--- config.mk ---
export PLATFORM = sky130hd
export DESIGN_NAME = rtcpi_top
export DESIGN_NICKNAME = d
export VERILOG_FILES = /design/src/rtcpi_pkg.sv /design/src/rtcpi_span.sv /design/src/rtcpi_top.sv
export VERILOG_INCLUDE_DIRS = /design/src /design/src/src
export SDC_FILE = /design/constraint.sdc
export NUM_CORES = 1
export LEC_CHECK = 0
export BUFFER_PORTS_ARGS = -buffer_cell sky130_fd_sc_hd__buf_4
export CORE_UTILIZATION = 60
export DETAILED_ROUTE_END_ITERATION = 8
export GPL_TIMING_DRIVEN = 0
export PLACE_DENSITY = 0.81
export SLEW_MARGIN = 20
export SYNTH_ARGS = -nofsm -noshare
export SYNTH_HDL_FRONTEND = slang
export SYNTH_HIERARCHICAL = 1
export SYNTH_SLANG_ARGS = --single-unit
--- constraint.sdc ---
create_clock -name clk -period 3.4 [get_ports clk]
set_clock_uncertainty 0.05 [all_clocks]
set_input_delay 0.68 -clock clk [delete_from_list [all_inputs] [get_ports clk]]
set_output_delay 0.68 -clock clk [all_outputs]
set_load 0.01 [all_outputs]
--- src/rtcpi_cfg.svh ---
// Purpose: constants of the rtc periodic interrupt logic
// Assumes: 25 MHz system clock, byte wide register port
// Notes: times are kept in ns, cycle counts derive from them
//
// Summary of operation
// - run bit rising starts countdown from preset
// - counter reloads preset after each event
// - wakeup event sets hit flag, held until zeroed
// - wakeup drives line low only when mask set
// - line low for release span, then released
// - run bit zero stops timer, releases line
// - clearing hit flag leaves line unchanged
// - clearing countdown mask releases line at once
// - update event each second or minute by choice
// - choice sets wakeup span: 500 ms or 7.813 ms
// - update event sets tick flag, held until zeroed
// - writing one to tick flag is ignored
// - update drives line low only when mask set
// - update line low at most 7.813 ms
// - clearing tick flag does not release line
// - clearing tick mask releases line at once
// - control reset bit set blocks update events
// - update function runs regardless of mask
// - line shared, other enabled source may hold
// - fixed zero bits are read-only zero
// - countdown starts at write completing run bit
`ifndef RTCPI_CFG_SVH
`define RTCPI_CFG_SVH

`define RTCPI_ADDR_CTRL1 8'h0d
`define RTCPI_ADDR_FLAGS 8'h0e
`define RTCPI_ADDR_CTRL2 8'h0f

`define RTCPI_BIT_TICK_SEL 5
`define RTCPI_BIT_RUN 4
`define RTCPI_BIT_TICK_FLAG 5
`define RTCPI_BIT_HIT_FLAG 4
`define RTCPI_BIT_TICK_MASK 5
`define RTCPI_BIT_CD_MASK 4
`define RTCPI_BIT_CTRL_RESET 0

`define RTCPI_CTRL1_RESET 8'h00
`define RTCPI_CTRL2_RESET 8'h40
`define RTCPI_CTRL2_WMASK 8'hf9

`define RTCPI_CLK_NS 40
`define RTCPI_SPAN_LONG_NS 500000000
`define RTCPI_SPAN_SHORT_NS 7813000
`define RTCPI_CNT_W 24

`endif

--- src/rtcpi_pkg.sv ---
// Purpose: shared types of the rtc periodic interrupt logic
// Assumes: nothing beyond the cfg header
// Notes: values live in rtcpi_cfg.svh
package rtcpi_pkg;

  typedef logic [7:0] rtcpi_byte_t;

  typedef enum logic {
    TICK_SECOND = 1'b0,
    TICK_MINUTE = 1'b1
  } rtcpi_tick_e;

endpackage

--- src/rtcpi_span.sv ---
// Purpose: auto release span timer for one interrupt source
// Assumes: start and cancel are same-clock signals
// Notes: cancel outranks start
`timescale 1ns/100ps

module rtcpi_span #(
  parameter int W = 24
) (
  // clock and reset
  input wire logic clk,
  input wire logic rst,
  // control
  input wire logic start,
  input wire logic cancel,
  input wire logic [W-1:0] span_cyc,
  // status
  output logic active
);

  typedef struct packed {
    logic act;
    logic [W-1:0] cnt;
  } rtcpi_span_s;

  rtcpi_span_s s_q;
  rtcpi_span_s s_d;

  generate
    if (W < 2) begin : g_bad_width
      $error("rtcpi_span: width too small");
    end
  endgenerate

  ////////////////////////////////////////////////////////////////////////
  always_comb begin
    s_d = s_q;
    if (cancel) begin
      s_d.act = 1'b0;
      s_d.cnt = '0;
    end else if (start) begin
      // a new event restarts the full span
      s_d.act = 1'b1;
      s_d.cnt = span_cyc;
    end else if (s_q.act) begin
      if (s_q.cnt <= W'(1)) begin
        s_d.act = 1'b0;
        s_d.cnt = '0;
      end else begin
        s_d.cnt = s_q.cnt - W'(1);
      end
    end
  end

  always_ff @(posedge clk) begin
    if (rst) begin
      s_q <= '0;
    end else begin
      s_q <= s_d;
    end
  end

  assign active = s_q.act;

  ////////////////////////////////////////////////////////////////////////
  a_span_start: assert property (@(posedge clk) disable iff (rst)
    (start && !cancel) |=> active) else $error("span did not start");

endmodule // rtcpi_span

--- src/rtcpi_top.sv ---
// Purpose: wakeup countdown and time update interrupt logic with shared open-drain line
// Assumes: register port driven by a serial slave engine on clk; ticks are one-cycle pulses on clk
// Notes: line output enable is active low; pin level is always zero when enabled
`timescale 1ns/100ps
`include "rtcpi_cfg.svh"

module rtcpi_top #(
  parameter int CNT_W = `RTCPI_CNT_W,
  parameter int SPAN_LONG_CYC = `RTCPI_SPAN_LONG_NS / `RTCPI_CLK_NS,
  parameter int SPAN_SHORT_CYC = (`RTCPI_SPAN_SHORT_NS + `RTCPI_CLK_NS - 1) / `RTCPI_CLK_NS
) (
  // clock and reset
  input wire logic clk,
  input wire logic rst,
  // register port from the serial slave engine
  input wire logic reg_wr,
  input wire logic reg_rd,
  input wire rtcpi_pkg::rtcpi_byte_t reg_addr,
  input wire rtcpi_pkg::rtcpi_byte_t reg_wdata,
  output rtcpi_pkg::rtcpi_byte_t reg_rdata,
  output logic reg_rvalid,
  // timekeeping inputs
  input wire logic [CNT_W-1:0] preset_value,
  input wire logic timer_src_tick,
  input wire logic second_tick,
  input wire logic minute_tick,
  // open-drain interrupt line
  input wire logic irq_n_in,
  output logic irq_n_out,
  output logic irq_oe_n,
  // event pulses
  output logic wakeup_event,
  output logic update_event
);

  import rtcpi_pkg::*;

  localparam int SPAN_W = CNT_W;

  typedef struct packed {
    rtcpi_byte_t ctrl1;
    rtcpi_byte_t ctrl2;
    logic clock_tick_flag;
    logic countdown_hit_flag;
    logic [CNT_W-1:0] cnt;
    rtcpi_byte_t rdata;
    logic rvalid;
    logic oe_n;
    logic pin_lvl;
    logic wk_evt;
    logic up_evt;
    logic pin_s1;
    logic pin_s2;
  } rtcpi_top_s;

  rtcpi_top_s s_q;
  rtcpi_top_s s_d;

  logic countdown_run_bit;
  logic countdown_irq_mask;
  logic clock_tick_irq_mask;
  logic ctrl_reset_bit;
  rtcpi_tick_e tick_period_choice;
  logic run_rise;
  logic tmr_evt;
  logic upd_evt;
  logic tmr_active;
  logic upd_active;
  logic tmr_cancel;
  logic upd_cancel;
  logic [SPAN_W-1:0] tmr_span;
  logic [SPAN_W-1:0] upd_span;

  ////////////////////////////////////////////////////////////////////////
  // elaboration checks

  generate
    if (CNT_W < 2 || CNT_W > 24) begin : g_bad_cnt
      $error("rtcpi_top: counter width out of range");
    end
    if (SPAN_LONG_CYC < 1 || SPAN_SHORT_CYC < 1) begin : g_bad_span
      $error("rtcpi_top: release span below one cycle");
    end
    if (SPAN_LONG_CYC >= (1 << SPAN_W) || SPAN_SHORT_CYC >= (1 << SPAN_W)) begin : g_wide_span
      $error("rtcpi_top: release span does not fit counter");
    end
  endgenerate

  ////////////////////////////////////////////////////////////////////////
  // field views

  assign countdown_run_bit = s_q.ctrl1[`RTCPI_BIT_RUN];
  assign tick_period_choice = rtcpi_tick_e'(s_q.ctrl1[`RTCPI_BIT_TICK_SEL]);
  assign countdown_irq_mask = s_q.ctrl2[`RTCPI_BIT_CD_MASK];
  assign clock_tick_irq_mask = s_q.ctrl2[`RTCPI_BIT_TICK_MASK];
  assign ctrl_reset_bit = s_q.ctrl2[`RTCPI_BIT_CTRL_RESET];

  ////////////////////////////////////////////////////////////////////////
  // release span timers, one per source

  // span follows the tick period choice for the wakeup source
  assign tmr_span = (tick_period_choice == TICK_MINUTE) ?
                    SPAN_W'(SPAN_SHORT_CYC) : SPAN_W'(SPAN_LONG_CYC);
  assign upd_span = SPAN_W'(SPAN_SHORT_CYC);

  // mask drop cancels either span, stop cancels the wakeup span only; flag clears do not touch it
  assign tmr_cancel = !countdown_irq_mask || !countdown_run_bit;
  assign upd_cancel = !clock_tick_irq_mask;

  rtcpi_span #(
    .W(SPAN_W)
  ) u_tmr_span (
    .clk(clk),
    .rst(rst),
    .start(tmr_evt && countdown_irq_mask),
    .cancel(tmr_cancel),
    .span_cyc(tmr_span),
    .active(tmr_active)
  );

  rtcpi_span #(
    .W(SPAN_W)
  ) u_upd_span (
    .clk(clk),
    .rst(rst),
    .start(upd_evt && clock_tick_irq_mask),
    .cancel(upd_cancel),
    .span_cyc(upd_span),
    .active(upd_active)
  );

  ////////////////////////////////////////////////////////////////////////
  // next state

  always_comb begin
    s_d = s_q;
    run_rise = 1'b0;
    tmr_evt = 1'b0;
    upd_evt = 1'b0;

    // write completing the run bit change starts the count here
    run_rise = reg_wr && (reg_addr == `RTCPI_ADDR_CTRL1) &&
               reg_wdata[`RTCPI_BIT_RUN] && !countdown_run_bit;

    tmr_evt = countdown_run_bit && timer_src_tick && (s_q.cnt == CNT_W'(1));

    // update ticks keep running whatever the mask says
    if (!ctrl_reset_bit) begin
      if (tick_period_choice == TICK_MINUTE) begin
        upd_evt = minute_tick;
      end else begin
        upd_evt = second_tick;
      end
    end

    // register writes
    if (reg_wr) begin
      if (reg_addr == `RTCPI_ADDR_CTRL1) begin
        s_d.ctrl1 = reg_wdata;
      end else if (reg_addr == `RTCPI_ADDR_FLAGS) begin
        // zero clears, one is ignored
        s_d.clock_tick_flag = s_q.clock_tick_flag && reg_wdata[`RTCPI_BIT_TICK_FLAG];
        s_d.countdown_hit_flag = s_q.countdown_hit_flag && reg_wdata[`RTCPI_BIT_HIT_FLAG];
      end else if (reg_addr == `RTCPI_ADDR_CTRL2) begin
        s_d.ctrl2 = reg_wdata & `RTCPI_CTRL2_WMASK;
      end
    end

    // countdown
    if (run_rise) begin
      s_d.cnt = preset_value;
    end else if (!countdown_run_bit) begin
      // stopped counter sits at the preset
      s_d.cnt = preset_value;
    end else if (timer_src_tick) begin
      if (s_q.cnt == CNT_W'(1)) begin
        s_d.cnt = preset_value;
      end else if (s_q.cnt != '0) begin
        s_d.cnt = s_q.cnt - CNT_W'(1);
      end
    end

    // set wins over a clear in the same cycle
    if (tmr_evt) begin
      s_d.countdown_hit_flag = 1'b1;
    end
    if (upd_evt) begin
      s_d.clock_tick_flag = 1'b1;
    end

    // reads answer one cycle later, unmapped reads give zero
    s_d.rvalid = reg_rd;
    s_d.rdata = 8'h00;
    if (reg_rd) begin
      if (reg_addr == `RTCPI_ADDR_CTRL1) begin
        s_d.rdata = s_q.ctrl1;
      end else if (reg_addr == `RTCPI_ADDR_FLAGS) begin
        s_d.rdata[`RTCPI_BIT_TICK_FLAG] = s_q.clock_tick_flag;
        s_d.rdata[`RTCPI_BIT_HIT_FLAG] = s_q.countdown_hit_flag;
      end else if (reg_addr == `RTCPI_ADDR_CTRL2) begin
        s_d.rdata = s_q.ctrl2;
      end
    end

    // shared line: either enabled source in its span pulls low
    s_d.oe_n = !((tmr_active && countdown_irq_mask) ||
                 (upd_active && clock_tick_irq_mask));
    s_d.pin_lvl = 1'b0;
    s_d.wk_evt = tmr_evt;
    s_d.up_evt = upd_evt;
    // pad readback arrives from the board, so it passes two flops first
    s_d.pin_s1 = irq_n_in;
    s_d.pin_s2 = s_q.pin_s1;
  end

  ////////////////////////////////////////////////////////////////////////
  // state register

  always_ff @(posedge clk) begin
    if (rst) begin
      s_q.ctrl1 <= `RTCPI_CTRL1_RESET;
      s_q.ctrl2 <= `RTCPI_CTRL2_RESET;
      s_q.clock_tick_flag <= 1'b0;
      s_q.countdown_hit_flag <= 1'b0;
      s_q.cnt <= '0;
      s_q.rdata <= 8'h00;
      s_q.rvalid <= 1'b0;
      s_q.oe_n <= 1'b1;
      s_q.pin_lvl <= 1'b0;
      s_q.wk_evt <= 1'b0;
      s_q.up_evt <= 1'b0;
      // released line idles at the pull-up level
      s_q.pin_s1 <= 1'b1;
      s_q.pin_s2 <= 1'b1;
    end else begin
      s_q <= s_d;
    end
  end

  ////////////////////////////////////////////////////////////////////////
  // outputs, all from flops

  assign reg_rdata = s_q.rdata;
  assign reg_rvalid = s_q.rvalid;
  assign irq_n_out = s_q.pin_lvl;
  // one cycle of latency after a mask clear, traded for a flopped pin
  assign irq_oe_n = s_q.oe_n;
  assign wakeup_event = s_q.wk_evt;
  assign update_event = s_q.up_evt;

  ////////////////////////////////////////////////////////////////////////
  // checks

  // countdown source
  a_run_start: assert property (@(posedge clk) disable iff (rst)
    run_rise |=> (s_q.cnt == $past(preset_value))) else $error("countdown did not load preset");

  a_cnt_step: assert property (@(posedge clk) disable iff (rst)
    (countdown_run_bit && timer_src_tick && s_q.cnt > CNT_W'(1) && !run_rise)
    |=> (s_q.cnt == $past(s_q.cnt) - CNT_W'(1))) else $error("countdown did not step");

  a_cnt_hold: assert property (@(posedge clk) disable iff (rst)
    (countdown_run_bit && !timer_src_tick && !run_rise) |=> $stable(s_q.cnt))
    else $error("countdown moved without a source tick");

  a_cnt_reload: assert property (@(posedge clk) disable iff (rst)
    tmr_evt |=> (s_q.cnt == $past(preset_value)) ##0 wakeup_event) else $error("no reload after event");

  a_hit_flag: assert property (@(posedge clk) disable iff (rst)
    tmr_evt |=> s_q.countdown_hit_flag [*1] ##1 1'b1) else $error("hit flag not set");

  a_hit_hold: assert property (@(posedge clk) disable iff (rst)
    (s_q.countdown_hit_flag && !(reg_wr && reg_addr == `RTCPI_ADDR_FLAGS))
    |=> s_q.countdown_hit_flag) else $error("hit flag dropped");

  a_hit_ign1: assert property (@(posedge clk) disable iff (rst)
    (reg_wr && reg_addr == `RTCPI_ADDR_FLAGS && reg_wdata[`RTCPI_BIT_HIT_FLAG] && !tmr_evt)
    |=> (s_q.countdown_hit_flag == $past(s_q.countdown_hit_flag))) else $error("hit flag set by write");

  a_wk_masked: assert property (@(posedge clk) disable iff (rst)
    (tmr_evt && !countdown_irq_mask) |=> !tmr_active) else $error("masked wakeup started span");

  a_wk_drive: assert property (@(posedge clk) disable iff (rst)
    (tmr_evt && countdown_irq_mask) ##1 (countdown_irq_mask && countdown_run_bit) |=> !irq_oe_n)
    else $error("wakeup did not pull line");

  a_span_idle: assert property (@(posedge clk) disable iff (rst)
    (!tmr_active && !upd_active) |=> irq_oe_n) else $error("line low with no span running");

  a_cd_release: assert property (@(posedge clk) disable iff (rst)
    (!countdown_irq_mask && !(upd_active && clock_tick_irq_mask)) |=> irq_oe_n)
    else $error("line held after countdown mask cleared");

  a_stop_idle: assert property (@(posedge clk) disable iff (rst)
    (!countdown_run_bit && !reg_wr) |=> (!tmr_active && s_q.cnt == $past(preset_value)))
    else $error("stopped timer still active");

  // update source
  a_tick_sel: assert property (@(posedge clk) disable iff (rst)
    ((tick_period_choice == TICK_MINUTE) ? !minute_tick : !second_tick) |-> !upd_evt)
    else $error("update without its selected tick");

  a_tick_block: assert property (@(posedge clk) disable iff (rst)
    ctrl_reset_bit |-> !upd_evt) else $error("update event under reset bit");

  a_tick_flag: assert property (@(posedge clk) disable iff (rst)
    upd_evt |=> (s_q.clock_tick_flag && update_event)) else $error("tick flag not set");

  a_tick_hold: assert property (@(posedge clk) disable iff (rst)
    (s_q.clock_tick_flag && !(reg_wr && reg_addr == `RTCPI_ADDR_FLAGS))
    |=> s_q.clock_tick_flag) else $error("tick flag dropped");

  a_tick_ign1: assert property (@(posedge clk) disable iff (rst)
    (reg_wr && reg_addr == `RTCPI_ADDR_FLAGS && reg_wdata[`RTCPI_BIT_TICK_FLAG] && !upd_evt)
    |=> (s_q.clock_tick_flag == $past(s_q.clock_tick_flag))) else $error("tick flag set by write");

  a_upd_drive: assert property (@(posedge clk) disable iff (rst)
    (upd_evt && clock_tick_irq_mask) ##1 clock_tick_irq_mask |=> !irq_oe_n)
    else $error("update did not pull line");

  a_upd_masked: assert property (@(posedge clk) disable iff (rst)
    (upd_evt && !clock_tick_irq_mask) |=> !upd_active) else $error("masked update started span");

  a_upd_release: assert property (@(posedge clk) disable iff (rst)
    (!clock_tick_irq_mask && !(tmr_active && countdown_irq_mask)) |=> irq_oe_n)
    else $error("line held after tick mask cleared");

  // shared line and register view
  // the line is the or of both sources, judged one cycle behind them
  a_line_src: assert property (@(posedge clk) disable iff (rst)
    !irq_oe_n |-> $past((tmr_active && countdown_irq_mask) || (upd_active && clock_tick_irq_mask)))
    else $error("line low without an enabled source");

  // readback only feeds this check; another device may also hold the line low
  a_pin_sense: assert property (@(posedge clk) disable iff (rst)
    ($past(irq_oe_n, 2) == 1'b0) |-> !s_q.pin_s2) else $error("driven line not seen low");

  a_zero_bits: assert property (@(posedge clk) disable iff (rst)
    (reg_rd && reg_addr == `RTCPI_ADDR_FLAGS) |=>
    (reg_rdata[7:6] == 2'b00 && reg_rdata[3:0] == 4'h0)) else $error("fixed zero bit read one");

  a_ctrl2_zero: assert property (@(posedge clk) disable iff (rst)
    1'b1 |-> (s_q.ctrl2[2:1] == 2'b00)) else $error("fixed zero control bit set");

endmodule // rtcpi_top

# Word-level counts from Yosys, hierarchy flattened

Cells that the tools add are included.

Flip-flop bits (word level): 103
Bits of input ports: 48
Output and inout port bits: 13
Logic and storage cells: 91

Add/sub/neg operators: 3
$lt $le $gt $ge: 2
Equality and inequality tests: 8
Mux-type cells: 26
Bitwise gates (word level): 4
Reductions and logical operators: 32

Operators with widths:

| operator                                                                          | count |
|---|---|
| 24-bit 2-to-1 mux                                                                 | 8 |
| 25-bit 2-to-1 mux                                                                 | 4 |
| 24-bit by 1-bit subtractor with 24-bit output, second input constant              | 3 |
| 24-bit by 1-bit less-or-equal comparator with 1-bit output, second input constant | 2 |
| 24-bit by 1-bit == test with 1-bit output, second input constant                  | 1 |
| 8-bit by 4-bit == test with 1-bit output, second input constant                   | 3 |
| 24-bit nonzero test                                                               | 1 |
| 8-bit 2-to-1 mux                                                                  | 2 |
| 2-bit nonzero test                                                                | 6 |
| 1-bit logical AND                                                                 | 11 |
| 2-bit 2-to-1 mux                                                                  | 5 |
| 1-bit 2-to-1 mux                                                                  | 6 |
| 3-bit AND reduction                                                               | 2 |
| 2-bit OR reduction                                                                | 3 |
| 4-bit 2-to-1 mux                                                                  | 1 |
| 2-bit inequality test, second input constant                                      | 2 |
| 4-bit by 1-bit inequality test with 1-bit output, second input constant           | 1 |
| 1-bit NOT                                                                         | 4 |
| 2-bit AND reduction                                                               | 2 |
| 4-bit AND reduction                                                               | 1 |
| 1-bit logical NOT                                                                 | 3 |
| 3-bit by 2-bit inequality test with 1-bit output, second input constant           | 1 |
| 3-bit OR reduction                                                                | 1 |
| 1-bit logical OR                                                                  | 2 |

# Depth between registers and ports, before layout

Word-level depth: 6
Mapped depth: 13
Depth with buffers taken out: 10

# Hierarchy

Netlist, hierarchy kept.

By module, submodules not included:

| module     | instances | cells an instance | area each (µm²) | sequential area each (µm²) |
|---|---|---|---|---|
| rtcpi_span | 2         | 200               | 1615.3          | 500.5 |
| rtcpi_top  | 1         | 332               | 2842.7          | 1041.0 |

# Worst setup path before layout

Ideal clock, no wire load.

Kind: reg-to-reg
Start point: reg, netlist name s_q[28]
End point: reg u_tmr_span/s_q[0] (netlist bit)
Setup time: 0.130 ns
Data arrival time: 2.656 ns
Data required time: 3.220 ns
Slack: 0.564 ns
Cell stages (with the launch flop): 13
Path buffers: 4
Clock period less this slack: 2.836 ns
Cells stage by stage: dfxtp_1 -> nor4_4 -> nand4_4 -> nor3_4 -> buf_2 -> nand3_1 -> nor2_1 -> clkbuf_1 -> inv_1 -> clkbuf_1 -> clkbuf_1 -> o21ai_0 -> a21oi_1

RTL lines:

| element                | line             | text |
|---|---|---|
| end signal: assignment | rtcpi_span.sv:56 | `s_q <= '0;` |
| end signal: assignment | rtcpi_span.sv:58 | `s_q <= s_d;` |
| end: declaration       | rtcpi_span.sv:25 | `rtcpi_span_s s_q;` |

==> impl_metrics.json <==
{
  "outcome": "completed",
  "synthFlopType": "dfxtp_1",
  "path_class": "flop to flop",
  "clockBufferDepth": 2,
  "synth_top_area_frac": 0.336,
  "wire_per_inst_um": 17.0,
  "fin_crit_ns": 3.15,
  "ant_nets": 0,
  "fin_cells": 974,
  "area_growth_pct": 15.7,
  "swShare": 0.268,
  "slowest_stage": "nor4_4",
  "root_buffer": "clkbuf_8",
  "hold_class": "flop to flop",
  "antennaDiodeCount": 0,
  "ys_warn_count": 6,
  "max_clock_freq_ghz": 0.317,
  "ys_seq_elements": 102,
  "r2r-start": "s_q[35]",
  "drc": 0,
  "internal_power_mw": 1.59,
  "syn_inst": 732,
  "slowest_delay_ns": 0.48,
  "final_util": 0.719,
  "drive_above_1_share": 0.184,
  "cts_buffers": 9,
  "overflow": 0,
  "grt_pass1_vias": 5620,
  "cp-end-kind": "flop",
  "ys_types": 67,
  "cp_common_cell": "clkbuf_2",
  "htreeDepth": 3,
  "yosys.area.top_type": "dfxtp_1",
  "nets": 890,
  "p_per_area_mw_per_mm2": 309,
  "setup_viol": 0,
  "core-area_mm2": 0.00977,
  "critical_path_arrival_ns": 3.38,
  "drv_slew": 0,
  "synthTopCellsByArea": "dfxtp_1 34%, a21oi_1 4.9%, nor2_1 4.7%, a221oi_2 4.0%, o21ai_0 3.7%",
  "path_cells": "nor4_4, nand2_4, nor3_4, clkbuf_4, nand3_1, nor2_1, clkbuf_2, inv_1, clkbuf_2, clkbuf_2, o21ai_0, a21oi_1",
  "grt_antenna_before_repair": 0,
  "worstMarginPinSlew_ns": 1.22,
  "relSlewSlack": 0.181,
  "cts_tree": "yes",
  "num_rows": 36,
  "seqPwrFrac": 0.569,
  "ys_top_cells_by_count": "102 x dfxtp_1, 76 x nor2_1, 59 x a21oi_1",
  "synth_edf_count": 0,
  "synth.most_common_cell": "dfxtp_1",
  "grt_first_pass_wirelength_mm": 26.6,
  "comb_power_share": 0.091,
  "ys_seq_area_frac": 0.336,
  "cts.sinks": 102,
  "finalCritPeriodShare": 0.927,
  "io_buffers": 56,
  "hp-start": "s_q[50]",
  "post_dp_cell_area_mm2": 0.00678,
  "async_reset_ff_frac": 0,
  "grt_max_degree": 18,
  "syn-cell-area_mm2": 0.00607,
  "clk_latency_ns": 0.40,
  "place.gp.congestion": 0.949,
  "path_clk_slew_ns": 0.11,
  "path_buf_inv": 5,
  "hold_viol": 0,
  "dp_hpwl_mm": 11.6,
  "p_sw_mw": 0.583,
  "start_util": 0.621,
  "viasPerCell": 6.30,
  "grt_use_total": 0.325,
  "wl_mm": 16.6,
  "place_ws_ns": -0.283,
  "leakagePower_nw": 2.80,
  "max-vdd-ir-drop_v": 0.000305,
  "critPathRequiredTime_ns": 3.63,
  "drt_first_pass_iters": 5,
  "final_cell_area_mm2": 0.00703,
  "placedCellCount": 954,
  "die_w_um": 103,
  "critPathMaxFanout": 10,
  "die_h_um": 103,
  "start_kind": "flop",
  "avgSynthCellArea_um2": 8.30,
  "vias": 6132,
  "path_delay_family": "simple AND/OR/NAND/NOR gates",
  "die-area_mm2": 0.0105,
  "max_cap_violations": 0,
  "crit_start": "s_q[35]",
  "final.setup.worst_slack_ns": 0.250,
  "drtIter0Drc": 398,
  "clock_power_share": 0.341,
  "fin_setup_tns_ns": 0,
  "pin_count": 61,
  "rsz0062_at_grt": "false"
}
-- logic make-up (layout without fill, tap and decap cells) --
logic type | Yosys count | after routing | synth area share
adders and majority gates | 6 | 6 | 0.0124
buffers and inverters | 80 | 156 | 0.0702
muxes | 17 | 17 | 0.0284
and+or+nand+nor | 298 | 298 | 0.278
AOI/OAI and AO/OA | 205 | 205 | 0.242
xor gates and xnor gates | 22 | 22 | 0.0317
other | 2 | 35 | 0.00124
DFF | 102 | 102 | 0.336
-- area by class of cell --
type	count	area, um2
clock buffers	10	138
clock inverters	6	47.5
multi-input cells	583	3750
plain buffers	56	343
inverters	24	90.1
fillers	769	2750
flip-flops and latches	102	2040
well taps	133	166
repair buffers	60	450
-- final timing paths --
kind / cells past startpoint / end / slack, ns
setup / recovery: 12 / u_tmr_span/s_q[19] / 0.25
setup reg to reg: 12 / u_tmr_span/s_q[19] / 0.25
hold reg to reg: 1 / reg_rdata[1] / 0.42
hold / removal: 1 / reg_rdata[1] / 0.42
-- cells in the final DEF (no fill, tap or decap), types with 7 or more instances in the layout --
| cell | n |
|---|---|
| nor3_1 | 30 |
| nor4_1 | 29 |
| a221oi_2 | 16 |
| xor2_1 | 16 |
| nand4_1 | 10 |
| a32oi_1 | 12 |
| clkbuf_1 | 28 |
| o211ai_1 | 9 |
| o21ai_0 | 45 |
| a22oi_1 | 9 |
| nor2_1 | 76 |
| a221oi_1 | 7 |
| dfxtp_1 | 102 |
| conb_1 | 35 |
| buf_4 | 70 |
| and3_1 | 30 |
| mux2i_1 | 15 |
| nand2_1 | 43 |
| or4_1 | 12 |
| a31oi_1 | 14 |
| nand3_1 | 27 |
| a21oi_1 | 59 |
| clkbuf_8 | 12 |
| inv_1 | 23 |
-- metal layers --
metal,vias up,GRT usage,routed length (um)
met5,-,0,0
met4,0,0.125,345
met3,40,0.0719,1520
met2,317,0.535,7760
met1,2852,0.415,6950
li1,2923,-,-
-- timing repair --
item / in CTS / in global routing
gates resized for setup: 4 / 5
endpoints found under the setup margin: 19 / 12
gates cloned: 0 / 0
hold buffers: 0 / 0
pin swaps: 1 / 2
setup buffers: 1 / 3
hold endpoints to repair: 0 / 0
-- stage by stage --
step	power, mW	hold WS [ns]
after floorplan	1.37	0.380
after global placement	1.44	0.386
after detailed placement	1.45	0.403
after CTS	2.17	0.416
after global routing	2.25	0.421
final	2.17	0.419
-- power groups by stage --
stage / registers [mW] / clock network (mW) / logic, mW
floorplan: 1.26 / 0 / 0.112
global placement: 1.26 / 0 / 0.181
detailed placement: 1.26 / 0 / 0.185
CTS: 1.23 / 0.748 / 0.190
global route: 1.24 / 0.795 / 0.212
finish: 1.24 / 0.740 / 0.197
-- registers in the layout, indices dropped and copies added, names as in the netlist --
name	flops
s_q	36
wakeup_event	1
reg_rvalid	1
countdown_run_bit	1
countdown_irq_mask	1
u_tmr_span/s_q	24
u_upd_span/s_q	24
ctrl_reset_bit	1
update_event	1
clock_tick_irq_mask	1
u_upd_span/active	1
reg_rdata	8
irq_oe_n	1
u_tmr_span/active	1
Note: power is estimated with default switching activity, not from simulation.
